[src/shared/srw_pkg.sv]
// ==========================================================
// register map and field layout of the readout control block
package srw_pkg;
  // register byte addresses on the serial control port
  localparam logic [15:0] REG_HS_HI    = 16'h3020;
  localparam logic [15:0] REG_HS_LO    = 16'h3021;
  localparam logic [15:0] REG_VS_HI    = 16'h3022;
  localparam logic [15:0] REG_VS_LO    = 16'h3023;
  localparam logic [15:0] REG_HW_HI    = 16'h3024;
  localparam logic [15:0] REG_HW_LO    = 16'h3025;
  localparam logic [15:0] REG_VH_HI    = 16'h3026;
  localparam logic [15:0] REG_VH_LO    = 16'h3027;
  localparam logic [15:0] REG_SRC_SEL  = 16'h306c;
  localparam logic [15:0] REG_STROBE   = 16'h307a;
  localparam logic [15:0] REG_PATTERN  = 16'h307b;
  localparam logic [15:0] REG_ORIENT   = 16'h307c;
  localparam logic [15:0] REG_BAR_CTRL = 16'h307d;
  localparam logic [15:0] REG_TP_CTRL  = 16'h3080;
  localparam logic [15:0] REG_ARR_ORNT = 16'h3090;
  localparam logic [15:0] REG_CANCEL   = 16'h3301;
  localparam logic [15:0] REG_DELAY    = 16'h397c;
  localparam logic [15:0] REG_FRAMING  = 16'h30f0;
  localparam logic [15:0] REG_CW_HI    = 16'h30f1;
  localparam logic [15:0] REG_CW_LO    = 16'h30f2;
  localparam logic [15:0] REG_STATUS   = 16'h30f3;
  // field positions
  localparam int FLIP_BIT    = 0;
  localparam int MIRROR_BIT  = 1;
  localparam int ARR_MIR_BIT = 3;
  localparam int TP_ON_BIT   = 7;
  localparam int BAR_EN_BIT  = 7;
  localparam int SRC_NRM_BIT = 4;
  localparam int STB_EN_BIT  = 7;
  localparam int STB_POL_BIT = 6;
  localparam int STB_W_LSB   = 2;
  localparam int WC_BIT      = 2;
  localparam int BC_BIT      = 1;
  localparam int DELAY_BIT   = 1;
  localparam int PAD_BIT     = 2;
  localparam logic [1:0] PAT_COLOR_BAR = 2'b10;
  // reset values
  localparam logic [15:0] RST_CROP_HW = 16'h0800;
  localparam logic [15:0] RST_CROP_VH = 16'h0600;
  localparam logic [15:0] RST_COMP_W  = 16'h0100;
  localparam logic [7:0]  RST_BYTE    = 8'h00;
  typedef enum logic [1:0] {
    STB_XENON = 2'b00, STB_LED1 = 2'b01, STB_LED2 = 2'b10, STB_LED3 = 2'b11
  } srw_strobe_t;
  typedef enum logic [1:0] {
    FRM_NORMAL = 2'b00, FRM_COMP1 = 2'b01, FRM_COMP2 = 2'b10, FRM_RSVD = 2'b11
  } srw_frame_t;
  typedef enum logic {ST_SCAN = 1'b0, ST_PAD = 1'b1} srw_state_t;
endpackage : srw_pkg

[src/hdl/srw_readout.sv]
module srw_readout
  import srw_pkg::*;
#(
  parameter int W      = 2048,
  parameter int H      = 1536,
  parameter int HBLANK = 16,
  parameter int VBLANK = 8
)
(
  input  wire logic        sys_clk,
  input  wire logic        rst,
  input  wire logic        regWrEn,
  input  wire logic        regRdEn,
  input  wire logic [15:0] regAddr,
  input  wire logic [7:0]  regWrData,
  output logic      [7:0]  regRdData,
  output logic             regRdValid,
  output logic      [15:0] arrayRow,
  output logic      [15:0] arrayCol,
  input  wire logic [9:0]  arrayData,
  output logic             outValid,
  input  wire logic        outReady,
  output logic      [9:0]  outData,
  output logic             outLineValid,
  output logic             outFrameStart,
  output logic             outLineEnd,
  output logic             outBlueRow,
  output logic             outClkGate,
  output logic             strobeOut
);
  localparam int WW = 15;

  // ========================================================
  // register file
  logic [15:0] cropHs, cropVs, cropHw, cropVh, compWidth;
  logic [7:0]  srcSel, strobeCtl, patSel, orient, barCtl, tpCtl;
  logic [7:0]  arrOrient, cancelCtl, delayCtl, framing;
  logic        strobeActive;
  srw_state_t  state;
  logic [7:0]  next_rdData;

  // writes land in the cycle after regWrEn; crop pairs split by byte
  always_ff @(posedge sys_clk or posedge rst)
  begin
    if (rst)
    begin
      cropHs <= 16'h0000; cropVs <= 16'h0000;
      cropHw <= RST_CROP_HW; cropVh <= RST_CROP_VH;
      compWidth <= RST_COMP_W;
      srcSel <= RST_BYTE; strobeCtl <= RST_BYTE; patSel <= RST_BYTE;
      orient <= RST_BYTE; barCtl <= RST_BYTE; tpCtl <= RST_BYTE;
      arrOrient <= RST_BYTE; cancelCtl <= RST_BYTE;
      delayCtl <= RST_BYTE; framing <= RST_BYTE;
    end
    else if (regWrEn)
    begin
      unique case (regAddr)
        REG_HS_HI:    cropHs[15:8] <= regWrData;
        REG_HS_LO:    cropHs[7:0] <= regWrData;
        REG_VS_HI:    cropVs[15:8] <= regWrData;
        REG_VS_LO:    cropVs[7:0] <= regWrData;
        REG_HW_HI:    cropHw[15:8] <= regWrData;
        REG_HW_LO:    cropHw[7:0] <= regWrData;
        REG_VH_HI:    cropVh[15:8] <= regWrData;
        REG_VH_LO:    cropVh[7:0] <= regWrData;
        REG_SRC_SEL:  srcSel <= regWrData;
        REG_STROBE:   strobeCtl <= regWrData;
        REG_PATTERN:  patSel <= regWrData;
        REG_ORIENT:   orient <= regWrData;
        REG_BAR_CTRL: barCtl <= regWrData;
        REG_TP_CTRL:  tpCtl <= regWrData;
        REG_ARR_ORNT: arrOrient <= regWrData;
        REG_CANCEL:   cancelCtl <= regWrData;
        REG_DELAY:    delayCtl <= regWrData;
        REG_FRAMING:  framing <= regWrData;
        REG_CW_HI:    compWidth[15:8] <= regWrData;
        REG_CW_LO:    compWidth[7:0] <= regWrData;
        default:      ;
      endcase
    end
  end

  // readback; unmapped addresses and the status word's spare bits read 0
  always_comb
  begin
    next_rdData = 8'h00;
    unique case (regAddr)
      REG_HS_HI:    next_rdData = cropHs[15:8];
      REG_HS_LO:    next_rdData = cropHs[7:0];
      REG_VS_HI:    next_rdData = cropVs[15:8];
      REG_VS_LO:    next_rdData = cropVs[7:0];
      REG_HW_HI:    next_rdData = cropHw[15:8];
      REG_HW_LO:    next_rdData = cropHw[7:0];
      REG_VH_HI:    next_rdData = cropVh[15:8];
      REG_VH_LO:    next_rdData = cropVh[7:0];
      REG_SRC_SEL:  next_rdData = srcSel;
      REG_STROBE:   next_rdData = strobeCtl;
      REG_PATTERN:  next_rdData = patSel;
      REG_ORIENT:   next_rdData = orient;
      REG_BAR_CTRL: next_rdData = barCtl;
      REG_TP_CTRL:  next_rdData = tpCtl;
      REG_ARR_ORNT: next_rdData = arrOrient;
      REG_CANCEL:   next_rdData = cancelCtl;
      REG_DELAY:    next_rdData = delayCtl;
      REG_FRAMING:  next_rdData = framing;
      REG_CW_HI:    next_rdData = compWidth[15:8];
      REG_CW_LO:    next_rdData = compWidth[7:0];
      REG_STATUS:   next_rdData = {6'h00, state == ST_PAD, strobeActive};
      default:      next_rdData = 8'h00;
    endcase
  end

  always_ff @(posedge sys_clk or posedge rst)
  begin
    if (rst)
    begin
      regRdData  <= 8'h00;
      regRdValid <= 1'b0;
    end
    else
    begin
      regRdValid <= regRdEn;
      if (regRdEn)
        regRdData <= next_rdData;
    end
  end

  // ========================================================
  // control decode
  wire        flipOn    = orient[FLIP_BIT];
  wire        mirrorOn  = orient[MIRROR_BIT];
  wire        arrMirror = arrOrient[ARR_MIR_BIT];
  wire        effMirror = mirrorOn ^ arrMirror;
  wire        delayOn   = delayCtl[DELAY_BIT];
  wire        barOn     = tpCtl[TP_ON_BIT]
                        && patSel[1:0] == PAT_COLOR_BAR
                        && barCtl[BAR_EN_BIT]
                        && !srcSel[SRC_NRM_BIT];
  wire        wcOn      = cancelCtl[WC_BIT];
  wire        bcOn      = cancelCtl[BC_BIT];
  wire        padOn     = framing[PAD_BIT];
  srw_frame_t frmMode;
  assign frmMode = srw_frame_t'(framing[1:0]);

  // ========================================================
  // scan counters and array addressing
  logic [15:0] col, row, compCnt;
  logic [9:0]  hist1, hist2;
  logic        push, inReady;

  wire [15:0] lastCol  = 16'(W + HBLANK - 1) + {15'h0000, delayOn};
  wire        atLastC  = col == lastCol;
  wire        atLastR  = row == 16'(H + VBLANK - 1);
  wire [15:0] x        = col - {15'h0000, delayOn};
  wire        actCol   = (col >= {15'h0000, delayOn}) && (x < 16'(W));
  wire        actRow   = row < 16'(H);
  wire        active   = actCol && actRow;
  // window test in output coordinates keeps crop independent of orientation
  wire        inWin    = active && x >= cropHs && (x - cropHs) < cropHw
                         && row >= cropVs && (row - cropVs) < cropVh;
  wire        winLast  = inWin && (x - cropHs) == cropHw - 16'h0001
                         && (row - cropVs) == cropVh - 16'h0001;
  wire [15:0] physRow  = flipOn ? 16'(H - 1) - row : row;
  assign arrayCol = effMirror ? 16'(W - 1) - x : x;
  assign arrayRow = physRow;
  // bayer rows alternate; even physical rows carry blue samples
  wire        blueRow  = !physRow[0];

  // ========================================================
  // pixel path: defect cancel, colour bar, crop mask
  function automatic logic [9:0] bar_level(input logic [2:0] idx);
    bar_level = {idx ^ 3'b111, 7'h7f};
  endfunction : bar_level

  wire        isWhite = arrayData == 10'h3ff;
  wire        isBlack = arrayData == 10'h000;
  // same-colour neighbour is two columns back in a bayer row
  wire [9:0]  pixC    = (wcOn && isWhite) || (bcOn && isBlack) ? hist2 : arrayData;
  wire [9:0]  pixS    = barOn ? bar_level(x[WW -: 3]) : pixC;
  wire [9:0]  pixM    = inWin ? pixS : 10'h000;

  // ========================================================
  // framing of each word pushed into the buffer
  wire        compEol = compCnt == compWidth - 16'h0001;
  logic       wLv, wSof, wEol, wHas;
  logic [9:0] wData;

  always_comb
  begin
    wData = pixM;
    wSof  = col == 16'h0000 && row == 16'h0000;
    wLv   = active;
    wEol  = active && x == 16'(W - 1);
    wHas  = 1'b1;
    if (state == ST_PAD)
    begin
      // dummy words finish the short last line
      wData = 10'h000;
      wSof  = 1'b0;
      wLv   = 1'b1;
      wEol  = compEol;
      wHas  = 1'b1;
    end
    else if (frmMode == FRM_COMP1)
    begin
      wLv  = actRow;
      wEol = 1'b0;
      wHas = inWin;
    end
    else if (frmMode == FRM_COMP2)
    begin
      wLv  = inWin;
      wEol = inWin && (compEol || (winLast && !padOn));
      wHas = inWin;
    end
  end

  // the scan stalls whenever the buffer is full, so no word is lost
  assign push = inReady;
  wire padStart = frmMode == FRM_COMP2 && padOn && winLast && !compEol;

  always_ff @(posedge sys_clk or posedge rst)
  begin
    if (rst)
    begin
      col <= 16'h0000; row <= 16'h0000; compCnt <= 16'h0000;
      hist1 <= 10'h000; hist2 <= 10'h000; state <= ST_SCAN;
    end
    else if (push)
    begin
      unique case (state)
        ST_SCAN:
        begin
          col <= atLastC ? 16'h0000 : col + 16'h0001;
          if (atLastC)
            row <= atLastR ? 16'h0000 : row + 16'h0001;
          if (active)
          begin
            hist1 <= pixC;
            hist2 <= hist1;
          end
          if (inWin)
            compCnt <= wEol && !padStart ? 16'h0000 : compCnt + 16'h0001;
          if (padStart)
            state <= ST_PAD;
        end
        ST_PAD:
        begin
          compCnt <= compEol ? 16'h0000 : compCnt + 16'h0001;
          if (compEol)
            state <= ST_SCAN;
        end
      endcase
    end
  end

  // ========================================================
  // strobe generator
  logic [2:0] stbLines;
  srw_strobe_t stbMode;
  assign stbMode = srw_strobe_t'(strobeCtl[1:0]);
  wire stbReq  = regWrEn && regAddr == REG_STROBE && regWrData[STB_EN_BIT];
  wire lineEnd = push && state == ST_SCAN && atLastC;
  wire frmEnd  = lineEnd && atLastR;
  wire stbDone = !strobeCtl[STB_EN_BIT]
                 || (stbMode == STB_XENON && lineEnd && stbLines == 3'd0)
                 || ((stbMode == STB_LED1 || stbMode == STB_LED2) && frmEnd);

  // a new request wins over an ending pulse in the same cycle
  always_ff @(posedge sys_clk or posedge rst)
  begin
    if (rst)
    begin
      strobeActive <= 1'b0;
      stbLines     <= 3'd0;
      strobeOut    <= 1'b0;
    end
    else
    begin
      if (stbReq)
      begin
        strobeActive <= 1'b1;
        stbLines     <= {1'b0, regWrData[STB_W_LSB +: 2]};
      end
      else if (strobeActive && stbDone)
        strobeActive <= 1'b0;
      else if (lineEnd && stbLines != 3'd0)
        stbLines <= stbLines - 3'd1;
      strobeOut <= strobeActive ^ strobeCtl[STB_POL_BIT];
    end
  end

  // ========================================================
  // two-entry output buffer
  localparam int BW = 15;
  logic [BW-1:0] bufMem [2];
  logic          wrPtr, rdPtr, outHas;
  logic [1:0]    bufCnt;
  wire           pop = outValid && outReady;
  assign inReady  = bufCnt != 2'd2;
  assign outValid = bufCnt != 2'd0;

  always_ff @(posedge sys_clk or posedge rst)
  begin
    if (rst)
    begin
      wrPtr <= 1'b0; rdPtr <= 1'b0; bufCnt <= 2'd0;
      bufMem[0] <= '0; bufMem[1] <= '0;
    end
    else
    begin
      if (push)
      begin
        bufMem[wrPtr] <= {wData, wLv, wSof, wEol, blueRow && wHas, wHas};
        wrPtr <= ~wrPtr;
      end
      if (pop)
        rdPtr <= ~rdPtr;
      bufCnt <= bufCnt + {1'b0, push} - {1'b0, pop};
    end
  end

  // the has-data flag rides in the lowest bit as the gate qualifier of each word
  assign {outData, outLineValid, outFrameStart, outLineEnd, outBlueRow, outHas} = bufMem[rdPtr];
  assign outClkGate = outValid && outHas;
endmodule : srw_readout

[config.mk]
export PLATFORM = sky130hd
export DESIGN_NAME = srw_readout
export DESIGN_NICKNAME = d
export VERILOG_FILES = /design/src/shared/srw_pkg.sv /design/src/hdl/srw_readout.sv
export SDC_FILE = /design/constraint.sdc
export NUM_CORES = 1
export LEC_CHECK = 0
export BUFFER_PORTS_ARGS = -buffer_cell sky130_fd_sc_hd__buf_2
export CAP_MARGIN = 20
export CORE_MARGIN = 2
export CORE_UTILIZATION = 55
export CTS_CLUSTER_SIZE = 16
export DETAILED_ROUTE_END_ITERATION = 10
export PLACE_DENSITY = 0.75
export SYNTH_ARGS = -nofsm -noshare
export SYNTH_HDL_FRONTEND = slang
export SYNTH_SLANG_ARGS = --single-unit
[constraint.sdc]
create_clock -name sys_clk -period 12.2 [get_ports sys_clk]
set_input_delay 0.61 -clock sys_clk [delete_from_list [all_inputs] [get_ports sys_clk]]
set_output_delay 0.61 -clock sys_clk [all_outputs]
set_load 0.05 [all_outputs]
==> out/metrics.csv <==
metric,value,unit
main combinational cell family by area after synthesis,simple AND/OR/NAND/NOR gates,
antenna diode count,0,
synth warn,0,
dpl hpwl,42100,µm
Peak VDD IR,0.000162,V
global routing usage on met2,50.8,%
chip width,188,µm
met1 GRT Util,43.0,%
die area,35200,µm²
Slew @ Worst Pin,1.17,ns
worst hold margin,0.116,ns
area share of fa/ha/maj cells after synthesis,5.74,%
"count leader, synth",dfrtp_1,
RSZ-0062 raised after global routing,false,
Nets,2079,
Total Neg Setup Slack,0,ns
DRT iter0 DRCs,1591,
vias in the first global route,14900,
post-synthesis mux area share,12.6,%
row cnt,67,
Area Growth Syn to Fin,9.84,%
Yosys cell types,95,
Port-buffer cells,96,
first-pass GRT wire length,87100,µm
crit path to,bufMem[14],
Die Span Y,188,µm
global-route congestion overflow total,0,
Post-Route WL,56100,µm
reg2reg path depth,21,
"EDFF count, synth",0,
final setup fails,0,
Max Clock Skew,0.0512,ns
CP Data Required Time,12.66,ns
Hold Fails Final Rpt,0,
Setup CP Type,reg2reg,
status,"complete, no violations",
routed len/inst,23.1,µm
mapped cell area,18600,µm²
Pleak,9.70,nW
cell taking the most area after synthesis,dfrtp_1,
Hold Path Class,in2async,
Clock Latency Late Sink,0.61,ns
DR pass1 iterations,5,
fin crit share,52.4,%
routed vias/inst,6.39,
Post-synth ARST share,100,%
syn_area_per_cell,9.71,µm²
arrival time worst endpoint,6.86,ns
Reg2Reg Capture Point,bufMem[14],
gr usage total,31.7,%
Starting Density,55.6,%
number of buffers created by CTS,30,
Startpoint Class,register,
Max-cap violations,0,
complex-gate fraction of the synthesized area,13.7,%
register clock-pin slew on the reported worst setup and hold paths,0.06,ns
Setup Buffers After CTS,0,
Post-Synthesis Cells,1912,
largest net degree at the start of global routing,191,
CTS Buffer Depth,3,
clock sink count,277,
R2R Path Start,col[0],
Final GP Congestion,0.980,
post-synthesis register bit count,277,
Crit. End Element,register,
Clock Tree Root,clkbuf_16,
min Tclk post-route,6.39,ns
sequential-to-total area share from yosys stat,37.4,%
top cell type's share of synthesized area,36.8,%
Final Max Slew Viols,0,
Slew Limit Headroom,21.7,%
CP Max Fanout,10,
grt met3 use,3.61,%
fmax,0.156,GHz
gr busiest metal,met2,
Final ANT Viol Nets,0,
simple-gate share of the synthesized area,17.0,%
H-Tree Depth,1,
crit path from,col[0],
Post-Synth XOR/XNOR Area,9.26,%
Power Dens Cells,145,nW/µm²
core area,33400,µm²
CTS tree,yes,
"Top FF cell, synth",dfrtp_1,
syn_nets,2035,
DRC,0,
r2r setup slk,5.81,ns
synth top area cells,"dfrtp_1 37%, mux2_2 11%, ha_1 5.5%",
hold buffers post-CTS,0,
antenna violations before repair,0,
Synth top cells by count,"273 x dfrtp_1, 185 x mux2_2, 176 x nand2_1",
total number of vias,15500,
# resized after CTS,0,
IO Count,97,
layout cell share with drive strength beyond 1,19.9,%
logic make-up (layout without fill, tap and decap cells):
family          after synthesis  after routing
xor+xnor                    174            174
fa+ha+maj                    84             84
simple gates                592            592
mux                         210            210
flops                       277            277
compound gates              368            368
buf+inv                     207            274
per-stage QoR:
stage                     instances  area, µm²  power [mW]  utilization, %  setup slack [ns]
after floorplan                1912      18600        1.77               -              3.96
after global placement         2370      19300        1.98            57.9              5.79
after detailed placement       2371      19300        2.00            57.9              5.89
after CTS                      2426      20400        2.97            61.1              5.89
after global routing           2427      20400        3.12            61.1              5.32
final                          2427      20400        2.97            61.1              5.81
worst min-delay path by stage:
| stage | cells after the start | end | startpoint |
|---|---|---|---|
| detailed placement | 2 | bufMem[8] | bufMem[8] |
| global route | 2 | col[12] | rst |
| global placement | 2 | bufMem[12] | bufMem[12] |
| floorplan | 2 | bufMem[10] | bufMem[10] |
| CTS | 2 | col[9] | rst |
| finish | 2 | col[12] | rst |
critical path: stages (launching register included):
cell	delay (ns)
dfrtp_1	0.42
inv_1	0.10
ha_1	0.22
ha_1	0.23
or4b_1	0.57
nor2_1	0.16
xor2_1	0.30
ha_1	0.37
a21oi_1	0.33
o21bai_1	0.13
a2111oi_0	0.45
a21oi_1	0.21
xor2_1	0.19
ha_1	0.32
a21o_1	0.16
a21o_1	0.17
a211o_1	0.30
nor2_1	0.17
nand4b_4	0.18
nor2_1	0.85
o211ai_1	0.23
o21ai_0	0.21
sequential cells by signal, indices dropped and copies added, names as in the netlist, 10 cells and up:
| signal | count |
|---|---|
| bufMem | 30 |
| col | 16 |
| compCnt | 16 |
| compWidth | 16 |
| cropHs | 16 |
| cropHw | 16 |
| cropVh | 16 |
| cropVs | 16 |
| row | 16 |
| hist1 | 10 |
| hist2 | 10 |
power by group:
group | switching (mW) | internal, mW
sequential | 0.0702 | 0.988
clock | 0.395 | 0.578
combinational | 0.577 | 0.357
layout by cell type (no fill, tap or decap), types with 11 or more instances in the layout:
| master | instances |
|---|---|
| dfrtp_1 | 273 |
| mux2_2 | 185 |
| nand2_1 | 176 |
| xnor2_1 | 113 |
| inv_1 | 108 |
| buf_2 | 96 |
| nor2_1 | 93 |
| o21ai_0 | 92 |
| ha_1 | 82 |
| a21oi_1 | 68 |
| nand3_1 | 57 |
| xor2_1 | 47 |
| nand4_1 | 42 |
| nor3_1 | 41 |
| nor4_1 | 30 |
| clkbuf_16 | 30 |
| mux2i_1 | 25 |
| a221oi_1 | 25 |
| and3_1 | 23 |
| a21o_1 | 21 |
| a22o_1 | 19 |
| nand2b_1 | 18 |
| or4_1 | 15 |
| nor2b_1 | 13 |
| o31ai_1 | 13 |
| xnor3_1 | 13 |
| o211ai_1 | 12 |
| or2_2 | 12 |
| buf_4 | 11 |
final cells by class:
| cell class | count | area (µm²) |
|---|---|---|
| fillers | 2880 | 13000 |
| multi-input cells | 1428 | 10800 |
| flip-flops and latches | 277 | 6940 |
| clock buffers | 37 | 807 |
| repair buffers | 109 | 591 |
| well taps | 448 | 561 |
| inverters | 110 | 420 |
| clock inverters | 18 | 258 |
metal layers:
| metal | share of wire [%] | wire length, µm |
|---|---|---|
| met1 | 42 | 23400 |
| met2 | 46 | 25800 |
| met3 | 6.8 | 3800 |
| met4 | 5.3 | 2980 |
| met5 | 0 | 0 |
(Power assumes the default switching activity.)
